$ cat src/tpp_pkg.sv
// Package: offsets, fields, modes and state layout of the 8-bit PWM timer
package tpp_pkg;
   localparam int TPP_ADDR_W = 12;

   // Register byte addresses
   localparam logic [11:0] TPP_OFS_OUT_CTRL = 12'h024;
   localparam logic [11:0] TPP_OFS_CLK_CTRL = 12'h028;
   localparam logic [11:0] TPP_OFS_COUNT = 12'h02C;
   localparam logic [11:0] TPP_OFS_CMP_A = 12'h030;
   localparam logic [11:0] TPP_OFS_CMP_B = 12'h034;
   localparam logic [11:0] TPP_OFS_FLAGS = 12'h038;

   // Field positions
   localparam int TPP_ACT_A_POS = 6;
   localparam int TPP_ACT_B_POS = 4;
   localparam int TPP_MODE_LO_POS = 0;
   localparam int TPP_FORCE_A_BIT = 7;
   localparam int TPP_FORCE_B_BIT = 6;
   localparam int TPP_MODE_TOP_BIT = 3;
   localparam int TPP_CLK_SEL_POS = 0;
   localparam int TPP_WRAP_BIT = 0;

   // Counter landmarks
   localparam logic [7:0] TPP_BOTTOM = 8'h00;
   localparam logic [7:0] TPP_MAX = 8'hFF;
   localparam logic [7:0] TPP_STEP = 8'h01;

   // Timer ticks in one dual-slope period with TOP at MAX
   localparam int TPP_PC_STEPS = 510;

   typedef enum logic [2:0] {
      TPP_NORMAL = 3'h0,
      TPP_PC_FF = 3'h1,
      TPP_CTC = 3'h2,
      TPP_FAST_FF = 3'h3,
      TPP_RSV4 = 3'h4,
      TPP_PC_OCR = 3'h5,
      TPP_RSV6 = 3'h6,
      TPP_FAST_OCR = 3'h7
   } tpp_mode_t;

   typedef enum logic [1:0] {
      TPP_ACT_OFF = 2'h0,
      TPP_ACT_TOGGLE = 2'h1,
      TPP_ACT_CLEAR = 2'h2,
      TPP_ACT_SET = 2'h3
   } tpp_act_t;

   typedef struct packed {
      logic [1:0] act_a;
      logic [1:0] act_b;
      logic [1:0] mode_lo;
      logic mode_top;
      logic [2:0] clk_sel;
      logic [7:0] cnt;
      logic down;
      logic [7:0] ocra_buf;
      logic [7:0] ocrb_buf;
      logic [7:0] ocra;
      logic [7:0] ocrb;
      logic out_a;
      logic out_b;
      logic wrap;
      logic [31:0] rdata;
      logic slverr;
      logic [9:0] h_ticks;
      logic h_clean;
   } tpp_state_t;

   // Every control bit, counter and output resets to zero
   localparam tpp_state_t TPP_STATE_RST = '0;
endpackage

$ cat src/tpp_timer8.sv
// 8-bit timer waveform generator with dual-slope PWM and an APB register slave
`timescale 1ns/100ps
module tpp_timer8 (
   input wire logic pclk,
   input wire logic presetn,
   input wire logic psel,
   input wire logic penable,
   input wire logic pwrite,
   input wire logic [tpp_pkg::TPP_ADDR_W-1:0] paddr,
   input wire logic [31:0] pwdata,
   input wire logic [3:0] pstrb,
   output logic [31:0] prdata,
   output logic pready,
   output logic pslverr,
   input wire logic timer_tick_enable,
   output logic [7:0] count_value,
   output logic [2:0] clock_select,
   output logic wave_out_a,
   output logic wave_out_b,
   output logic wave_a_override,
   output logic wave_b_override,
   output logic wrap_flag
);
   import tpp_pkg::*;

   tpp_state_t s_q;
   tpp_state_t s_d;
   tpp_mode_t mode;
   logic pc;
   logic fast;
   logic tick;
   logic setup;
   logic acc_wr;
   logic [7:0] wbyte;
   logic [7:0] top_v;
   logic turn_top;
   logic turn_bot;
   logic fast_wrap;
   logic wrap_ev;
   logic match_a;
   logic match_b;
   logic force_a;
   logic force_b;
   logic [31:0] rd_val;
   logic rd_hit;

   assign mode = tpp_mode_t'({s_q.mode_top, s_q.mode_lo});
   assign pc = (mode == TPP_PC_FF) || (mode == TPP_PC_OCR);
   assign fast = (mode == TPP_FAST_FF) || (mode == TPP_FAST_OCR);
   assign top_v = s_q.mode_top ? s_q.ocra : TPP_MAX;
   // tick comes from the prescaler on pclk, so it is used unsynchronised
   assign tick = timer_tick_enable;
   assign setup = psel & ~penable;
   assign acc_wr = psel & penable & pwrite & pstrb[0];
   assign wbyte = pwdata[7:0];

   assign turn_top = tick & pc & ~s_q.down & (s_q.cnt >= top_v);
   assign turn_bot = tick & pc & s_q.down & (s_q.cnt == TPP_BOTTOM);
   assign fast_wrap = tick & fast & (s_q.cnt == top_v);
   assign wrap_ev = pc ? (tick & s_q.down & (s_q.cnt == TPP_STEP)) :
                    fast ? fast_wrap : (tick & (s_q.cnt == TPP_MAX));
   assign match_a = tick & (s_q.cnt == s_q.ocra);
   assign match_b = tick & (s_q.cnt == s_q.ocrb);
   // Force strobes only act outside the PWM modes
   assign force_a = acc_wr & (paddr == TPP_OFS_CLK_CTRL) & wbyte[TPP_FORCE_A_BIT] & ~pc & ~fast;
   assign force_b = acc_wr & (paddr == TPP_OFS_CLK_CTRL) & wbyte[TPP_FORCE_B_BIT] & ~pc & ~fast;

   // Next level of one wave output; channel B passes tog_ok low
   function automatic logic wave_next(
      input logic cur,
      input tpp_act_t act,
      input logic tog_ok,
      input logic hit,
      input logic frc,
      input logic [7:0] lvl
   );
      logic nxt;
      logic inv;
      logic at_top;
      nxt = cur;
      inv = act[0];
      at_top = (lvl == top_v);
      if (!pc && !fast) begin
         if (hit || frc) begin
            unique case (act)
               TPP_ACT_OFF: nxt = cur;
               TPP_ACT_TOGGLE: nxt = ~cur;
               TPP_ACT_CLEAR: nxt = 1'b0;
               TPP_ACT_SET: nxt = 1'b1;
            endcase
         end
      end else if (act == TPP_ACT_TOGGLE) begin
         if (tog_ok && hit) begin
            nxt = ~cur;
         end
      end else if (act[1]) begin
         if (fast) begin
            // match ignored at TOP, BOTTOM action kept
            if (hit && !at_top) begin
               nxt = inv;
            end
            if (fast_wrap) begin
               nxt = ~inv;
            end
         end else begin
            if (hit && !at_top) begin
               nxt = s_q.down ? ~inv : inv;
            end
            // compare at TOP acts at the turn
            if (turn_top && at_top) begin
               nxt = ~inv;
            end
            // level forced at BOTTOM keeps the period symmetric
            if (turn_bot) begin
               nxt = inv ^ (lvl != TPP_BOTTOM);
            end
         end
      end
      return nxt;
   endfunction

   always_comb begin
      rd_val = '0;
      rd_hit = 1'b1;
      case (paddr)
         TPP_OFS_OUT_CTRL: begin
            rd_val[7:0] = {s_q.act_a, s_q.act_b, 2'h0, s_q.mode_lo};
         end
         TPP_OFS_CLK_CTRL: begin
            // Force strobes always read zero
            rd_val[7:0] = {4'h0, s_q.mode_top, s_q.clk_sel};
         end
         TPP_OFS_COUNT: rd_val[7:0] = s_q.cnt;
         TPP_OFS_CMP_A: rd_val[7:0] = s_q.ocra_buf;
         TPP_OFS_CMP_B: rd_val[7:0] = s_q.ocrb_buf;
         TPP_OFS_FLAGS: rd_val[TPP_WRAP_BIT] = s_q.wrap;
         default: rd_hit = 1'b0;
      endcase
   end

   always_comb begin
      s_d = s_q;
      // Read data is latched in the setup cycle so prdata comes from a flop
      if (setup) begin
         s_d.rdata = rd_val;
         s_d.slverr = ~rd_hit;
      end

      if (tick) begin
         if (pc) begin
            if (!s_q.down) begin
               if (s_q.cnt >= top_v) begin
                  s_d.down = 1'b1;
                  s_d.cnt = (s_q.cnt == TPP_BOTTOM) ? TPP_BOTTOM : s_q.cnt - TPP_STEP;
               end else begin
                  s_d.cnt = s_q.cnt + TPP_STEP;
               end
            end else if (s_q.cnt == TPP_BOTTOM) begin
               s_d.down = 1'b0;
               s_d.cnt = (top_v == TPP_BOTTOM) ? TPP_BOTTOM : TPP_STEP;
            end else begin
               s_d.cnt = s_q.cnt - TPP_STEP;
            end
         end else begin
            s_d.down = 1'b0;
            if ((fast && s_q.cnt == top_v) || (mode == TPP_CTC && s_q.cnt == s_q.ocra)) begin
               s_d.cnt = TPP_BOTTOM;
            end else begin
               s_d.cnt = s_q.cnt + TPP_STEP;
            end
         end
      end

      s_d.out_a = wave_next(s_q.out_a, tpp_act_t'(s_q.act_a), s_q.mode_top,
                            match_a, force_a, s_q.ocra);
      s_d.out_b = wave_next(s_q.out_b, tpp_act_t'(s_q.act_b), 1'b0,
                            match_b, force_b, s_q.ocrb);

      // Software writes; a counter write overrides the tick step
      if (acc_wr) begin
         case (paddr)
            TPP_OFS_OUT_CTRL: begin
               s_d.act_a = wbyte[TPP_ACT_A_POS +: 2];
               s_d.act_b = wbyte[TPP_ACT_B_POS +: 2];
               s_d.mode_lo = wbyte[TPP_MODE_LO_POS +: 2];
            end
            TPP_OFS_CLK_CTRL: begin
               s_d.mode_top = wbyte[TPP_MODE_TOP_BIT];
               s_d.clk_sel = wbyte[TPP_CLK_SEL_POS +: 3];
            end
            TPP_OFS_COUNT: s_d.cnt = wbyte;
            TPP_OFS_CMP_A: s_d.ocra_buf = wbyte;
            TPP_OFS_CMP_B: s_d.ocrb_buf = wbyte;
            TPP_OFS_FLAGS: begin
               if (wbyte[TPP_WRAP_BIT]) begin
                  s_d.wrap = 1'b0;
               end
            end
            default: ;
         endcase
      end

      // a wrap in the clearing cycle still sets the flag
      if (wrap_ev) begin
         s_d.wrap = 1'b1;
      end

      // Compare levels: immediate in non-PWM, at TOP in phase correct, at BOTTOM in fast
      if ((!pc && !fast) || turn_top || fast_wrap) begin
         s_d.ocra = s_d.ocra_buf;
         s_d.ocrb = s_d.ocrb_buf;
      end

      if (tick) begin
         s_d.h_ticks = wrap_ev ? '0 : s_q.h_ticks + 10'h001;
      end
      if (wrap_ev && mode == TPP_PC_FF) begin
         s_d.h_clean = 1'b1;
      end
      if (acc_wr || mode != TPP_PC_FF) begin
         s_d.h_clean = 1'b0;
      end
   end

   always_ff @(posedge pclk or negedge presetn) begin
      if (!presetn) begin
         s_q <= TPP_STATE_RST;
      end else begin
         s_q <= s_d;
      end
   end

   // Zero-wait slave: every access phase completes at once
   assign pready = 1'b1;
   assign prdata = s_q.rdata;
   assign pslverr = s_q.slverr;
   assign count_value = s_q.cnt;
   assign clock_select = s_q.clk_sel;
   assign wave_out_a = s_q.out_a;
   assign wave_out_b = s_q.out_b;
   assign wrap_flag = s_q.wrap;
   // pin override; the pin direction is still the port logic's business
   assign wave_a_override = (s_q.act_a != TPP_ACT_OFF) &&
                            !((pc || fast) && s_q.act_a == TPP_ACT_TOGGLE && !s_q.mode_top);
   assign wave_b_override = (s_q.act_b != TPP_ACT_OFF) &&
                            !((pc || fast) && s_q.act_b == TPP_ACT_TOGGLE);
endmodule

$ cat config.mk
export PLATFORM = sky130hd
export DESIGN_NAME = tpp_timer8
export DESIGN_NICKNAME = d
export VERILOG_FILES = /design/src/tpp_pkg.sv /design/src/tpp_timer8.sv
export SDC_FILE = /design/constraint.sdc
export NUM_CORES = 1
export LEC_CHECK = 0
export ABC_CLOCK_PERIOD_IN_PS = 4050
export BUFFER_PORTS_ARGS = -buffer_cell sky130_fd_sc_hd__buf_2
export CORE_UTILIZATION = 25
export DETAILED_ROUTE_END_ITERATION = 7
export PLACE_DENSITY = 0.39
export SYNTH_ARGS = -nofsm -noshare
export SYNTH_HDL_FRONTEND = slang
export SYNTH_SLANG_ARGS = --single-unit
$ cat constraint.sdc
create_clock -name pclk -period 4.05 [get_ports pclk]
set_clock_uncertainty 0.2 [all_clocks]
set_input_delay 0.6075 -clock pclk [delete_from_list [all_inputs] [get_ports pclk]]
set_output_delay 0.6075 -clock pclk [all_outputs]
set_load 0.1 [all_outputs]
# Yosys cells after proc, flatten, opt, wreduce, memory -nomap -nowiden
# Cells that the tools add are included.
[totals] out_inout_bits=50 in_bits=54 regBits=63 wordCells=184
[classes] n_reduce_logical=49 n_eq_ne=32 n_bitwise=34 addsub=2 n_mux=50 n_lt_le_gt_ge=1
[op_table] op="== test 12 x 6 -> 1 bit, second input constant" count=6
[op_table] op="two-way mux 8 bit" count=9
[op_table] op="== test 8 bit" count=5
[op_table] op="case mux 7 bit (5 select lines)" count=1
[op_table] op="two-way mux 1 bit" count=33
[op_table] op="two-way mux 9 bit" count=3
[op_table] op="bitwise AND 1 bit" count=23
[op_table] op="logical NOT 8 bit" count=2
[op_table] op="two-way mux 16 bit" count=1
[op_table] op="nonzero test 8 bit" count=2
[op_table] op="logical AND 1 bit" count=13
[op_table] op="AND reduction 6 bit" count=2
[op_table] op="nonzero test 2 bit" count=6
[op_table] op="inverter 1 bit" count=9
[op_table] op="adder 8 x 1 -> 8 bit, second input constant" count=1
[op_table] op="== test 2 bit, second input constant" count=4
[op_table] op="== test 8 x 1 -> 1 bit, second input constant" count=1
[op_table] op="== test 8 bit, second input constant" count=1
[op_table] op="greater-or-equal comparator 8 bit" count=1
[op_table] op="logical OR 1 bit" count=8
[op_table] op="inequality test 2 bit, second input constant" count=4
[op_table] op="subtractor 8 x 1 -> 8 bit, second input constant" count=1
[op_table] op="logical NOT 1 bit" count=7
[op_table] op="== test 3 x 2 -> 1 bit, second input constant" count=2
[op_table] op="other kinds (17)" count=23

# Logic depth before layout (Yosys ltp)
[depth] ltp_word=12 ltp_mapped=13 mapped_depth_nobuf=11

# Least setup slack after synthesis
# Ideal clock, no wire load.
[synth_path] path_kind="reg-to-reg" from="register s_q, in the netlist mode[2]" to="register s_q, in the netlist wave_out_a" setup_ns=0.126 stages_incl_launch_ff=13 arrival_ns=2.729 path_slack_ns=0.995 path_buffers=1 cell_sequence="dfrtp_1 > inv_1 > clkbuf_1 > nor2_1 > ha_1 > nand4_1 > nor2_1 > a211o_1 > nor2_1 > or3_4 > o2bb2ai_1 > nor3_1 > mux2_2"
[synth_via] elab_chain_len=12
[synth_rtl] item="start: declaration" line="tpp_timer8.sv:26" text="tpp_state_t s_q;"
[synth_rtl] item="start signal: assignment" line="tpp_timer8.sv:227" text="s_q <= TPP_STATE_RST;"
[synth_rtl] item="start signal: assignment" line="tpp_timer8.sv:229" text="s_q <= s_d;"
[synth_rtl] item="parallel branches: the longest is 12 deep, another holds greater-or-equal comparator 8 bit"
# Parallel ways; which one is timed is not known. The select of a mux whose other input is x is not followed.
# A chain may end at the register's enable or synchronous reset.

# Final worst setup path
[layout_path] from="register s_q, in the netlist count_value[1]" to="register s_q, in the netlist wave_out_a"
[layout_via] elab_chain_len=9
[layout_rtl] item="greater-or-equal comparator 8 bit" line="tpp_timer8.sv:57" text="assign turn_top = tick & pc & ~s_q.down & (s_q.cnt >= top_v);"
[layout_rtl] item="bitwise AND 1 bit" line="tpp_timer8.sv:57"
[layout_rtl] item="logical AND 1 bit" line="tpp_timer8.sv:110" text="if (turn_top && at_top) begin"
[layout_rtl] item="two-way mux 1 bit" line="tpp_timer8.sv:110"
[layout_rtl] item="two-way mux 1 bit" line="tpp_timer8.sv:114" text="if (turn_bot) begin"
[layout_rtl] item="two-way mux 1 bit" line="tpp_timer8.sv:97" text="if (fast) begin"
[layout_rtl] item="two-way mux 1 bit" line="tpp_timer8.sv:96" text="end else if (act[1]) begin"
[layout_rtl] item="two-way mux 1 bit" line="tpp_timer8.sv:92" text="end else if (act == TPP_ACT_TOGGLE) begin"
[layout_rtl] item="two-way mux 1 bit" line="tpp_timer8.sv:83" text="if (!pc && !fast) begin"
# Several ways; a longest one is shown, not always the timed one. The select of a mux whose other input is x is not followed.

==> flow_metrics.tcl <==
set metrics [dict create \
    violations "design-rule violations" \
    synth_flop_cell "dfrtp_1" \
    grtUsageTotal 0.156 \
    grt_pass1_vias 3809 \
    p_leak_nw 2.37 \
    grt_max_degree 44 \
    die_y_um 139 \
    ioPinCount 104 \
    ys_warn_count 0 \
    switching_share 0.408 \
    synthTopCellsByArea "dfrtp_1 34%, mux2_2 8.4%, buf_4 7.5%, mux2i_1 2.8%, nand2_1 2.7%" \
    relSlewSlack 0.309 \
    power.clock.fraction 0.361 \
    drc 11 \
    p_switching_mw 0.889 \
    crit_fanout 11 \
    syn_area_um2 4680 \
    grt-ovfl-total 0 \
    combPwrFrac 0.323 \
    area_delta_synth_final_pct 11.4 \
    max-vdd-ir-drop_mv 0.162 \
    worstMarginPinSlew_ns 1.04 \
    vias_per_cell 5.02 \
    cp-start-kind "register" \
    crit_required_ns 4.07 \
    tritoncts "yes" \
    hold_class "in2async" \
    core_um2 18100 \
    async_reset_ff_frac 1.00 \
    regArea_um2 1580 \
    maxCapViolations 0 \
    cts.repair.resized 0 \
    post_route_cells_drive_above_1_share 0.250 \
    port-buffer-count 51 \
    rows 49 \
    fill_cells 1939 \
    post-cts-setup-buffer-count 0 \
    avgRoutedWirePerCell_um 18.9 \
    p_per_area_nw_per_um2 418 \
    yosysMostFrequentCell "dfrtp_1" \
    setup_tns_ns 0 \
    ff2ff_path_depth 9 \
    status "finished with violations" \
    reg2reg_to "wave_out_a" \
    synth-seq-cells 63 \
    postRouteAntennaNets 0 \
    dieArea_um2 19300 \
    fin_crit_sh 0.839 \
    final_hold_viol_count 0 \
    start_util 0.258 \
    cts.sinks 63 \
    grt_pass1_wl_um 23000 \
    syn_avg_cell_area_um2 9.11 \
    path_clk_slew_ns 0.06 \
    grt_antenna_before_repair 0 \
    cts_root_buffer "clkbuf_16" \
    die_w_um 139 \
    ys_seq_area_frac 0.337 \
    wirelength_um 14600 \
    rsz0062_at_grt "no" \
    drv_slew 0 \
    synth_common_cells "63 x dfrtp_1, 47 x buf_4, 35 x mux2_2, 34 x nand2_1, 34 x nor2_1" \
    fmaxAchievable_mhz 294 \
    drtIter0Drc 298 \
    arrival_ns 3.42 \
    worstReg2RegStart "count_value[1]" \
    criticalPathCategory "reg2reg" \
    cts_buffers 9 \
    dp_hpwl_um 10900 \
    finish.net_count 599 \
    synth_edf_count 0 \
    p_seq_frac 0.315 \
    p_int_mw 1.29 \
    period_minus_slack_ns 3.40 \
    hold_buffers 0 \
    yosysUniqueCellTypes 72 \
    via_count 3859 \
    totalPowerFinal_mw 2.18 \
    synth_largest_area_cell "dfrtp_1" \
    ff2ff_setup_slack_ns 0.65 \
    cts-htree-levels 3 \
    drt_pass1_iterations 8 \
    setup_viol 0 \
    syn-instance-count 514 \
    synth_top_cell_area_share 0.337 \
    endpoint_kind "register" \
    cts_max_path_buffers 2 \
    clk-insertion-delay-late_ns 0.34 \
    gp_congestion 0.827 \
    num_antenna_cells 0 \
    multi_input_area_um2 2620 \
]
## worst max-delay path, cell delays in order (launching register included)
cell,delay [ns]
dfrtp_1,0.55
inv_1,0.33
ha_1,0.34
nor3b_2,0.24
nand2_1,0.18
or4_4,0.58
nand3b_1,0.09
o211ai_1,0.12
a311o_1,0.38
mux2_2,0.26
## registers in the layout (all words and copies together) (netlist names)
signal	cells
wave_out_b	1
pslverr	1
clock_select	3
mode	3
wrap_flag	1
count_value	8
wave_out_a	1
s_q	37
prdata	8
## worst max-delay path by stage
stage                 end      startpoint  slack (ns)
5_1_grt        wave_out_b  count_value[1]        0.47
3_3_place_gp   wave_out_a  count_value[1]        0.70
2_1_floorplan  wave_out_a         mode[2]         1.0
6_report       wave_out_a  count_value[1]        0.65
3_5_place_dp   wave_out_a  count_value[1]        0.67
4_1_cts        wave_out_a  count_value[1]        0.65
## per-stage QoR
stage          area, um^2  setup slack, ns  hold WS, ns   util  instances
6_report             5220            0.653        0.259  0.287        769
2_1_floorplan        4770            0.995        0.112      -        537
3_3_place_gp         4920            0.698        0.266  0.271        753
4_1_cts              5220            0.653        0.278  0.287        769
5_1_grt              5220            0.471        0.308  0.287        769
3_5_place_dp         4920            0.669        0.276  0.271        753
## cell usage in the layout, fill, tap and decap left out, types with 16 or more instances in the layout
| master | count |
|---|---|
| nand2_1 | 34 |
| buf_2 | 51 |
| nor2_1 | 34 |
| nand3_1 | 16 |
| dfrtp_1 | 63 |
| mux2_2 | 35 |
| o21ai_0 | 25 |
| conb_1 | 25 |
| a21oi_1 | 20 |
| nor3_1 | 16 |
## logic make-up (layout without fill, tap and decap cells)
group | Yosys count | count (layout) | share of synthesized area
compound gates | 110 | 110 | 0.157
xor+xnor | 21 | 21 | 0.0393
fa+ha+maj | 10 | 10 | 0.0267
buf+inv | 96 | 99 | 0.122
flops | 63 | 63 | 0.337
mux | 56 | 56 | 0.131
other cells | 2 | 25 | 0.00160
simple gates | 156 | 156 | 0.186
## area by class of cell
type,count,share of cell area
timing repair buffer,66,0.0705
inverter,17,0.0122
clock inverter,7,0.0139
sequential,63,0.302
clock buffer,9,0.0432
multi-input combinational,378,0.503
tap,229,0.0549
## layer usage
layer | up-vias | track usage | wire [um]
li1 | 1829 | - | -
met1 | 1893 | 0.215 | 6840
met2 | 117 | 0.250 | 6900
met3 | 20 | 0.0256 | 599
met4 | 0 | 0.0480 | 223
met5 | - | 0 | 0
## power groups by stage
stage               Sequential (mW)  Clock, mW  Combinational (mW)
floorplan                     0.723          0               0.570
global placement              0.697          0               0.702
detailed placement            0.699          0               0.707
CTS                           0.687      0.805               0.708
global route                  0.692      0.838               0.751
finish                        0.688      0.788               0.705
Power figures use the tool's default switching activity.
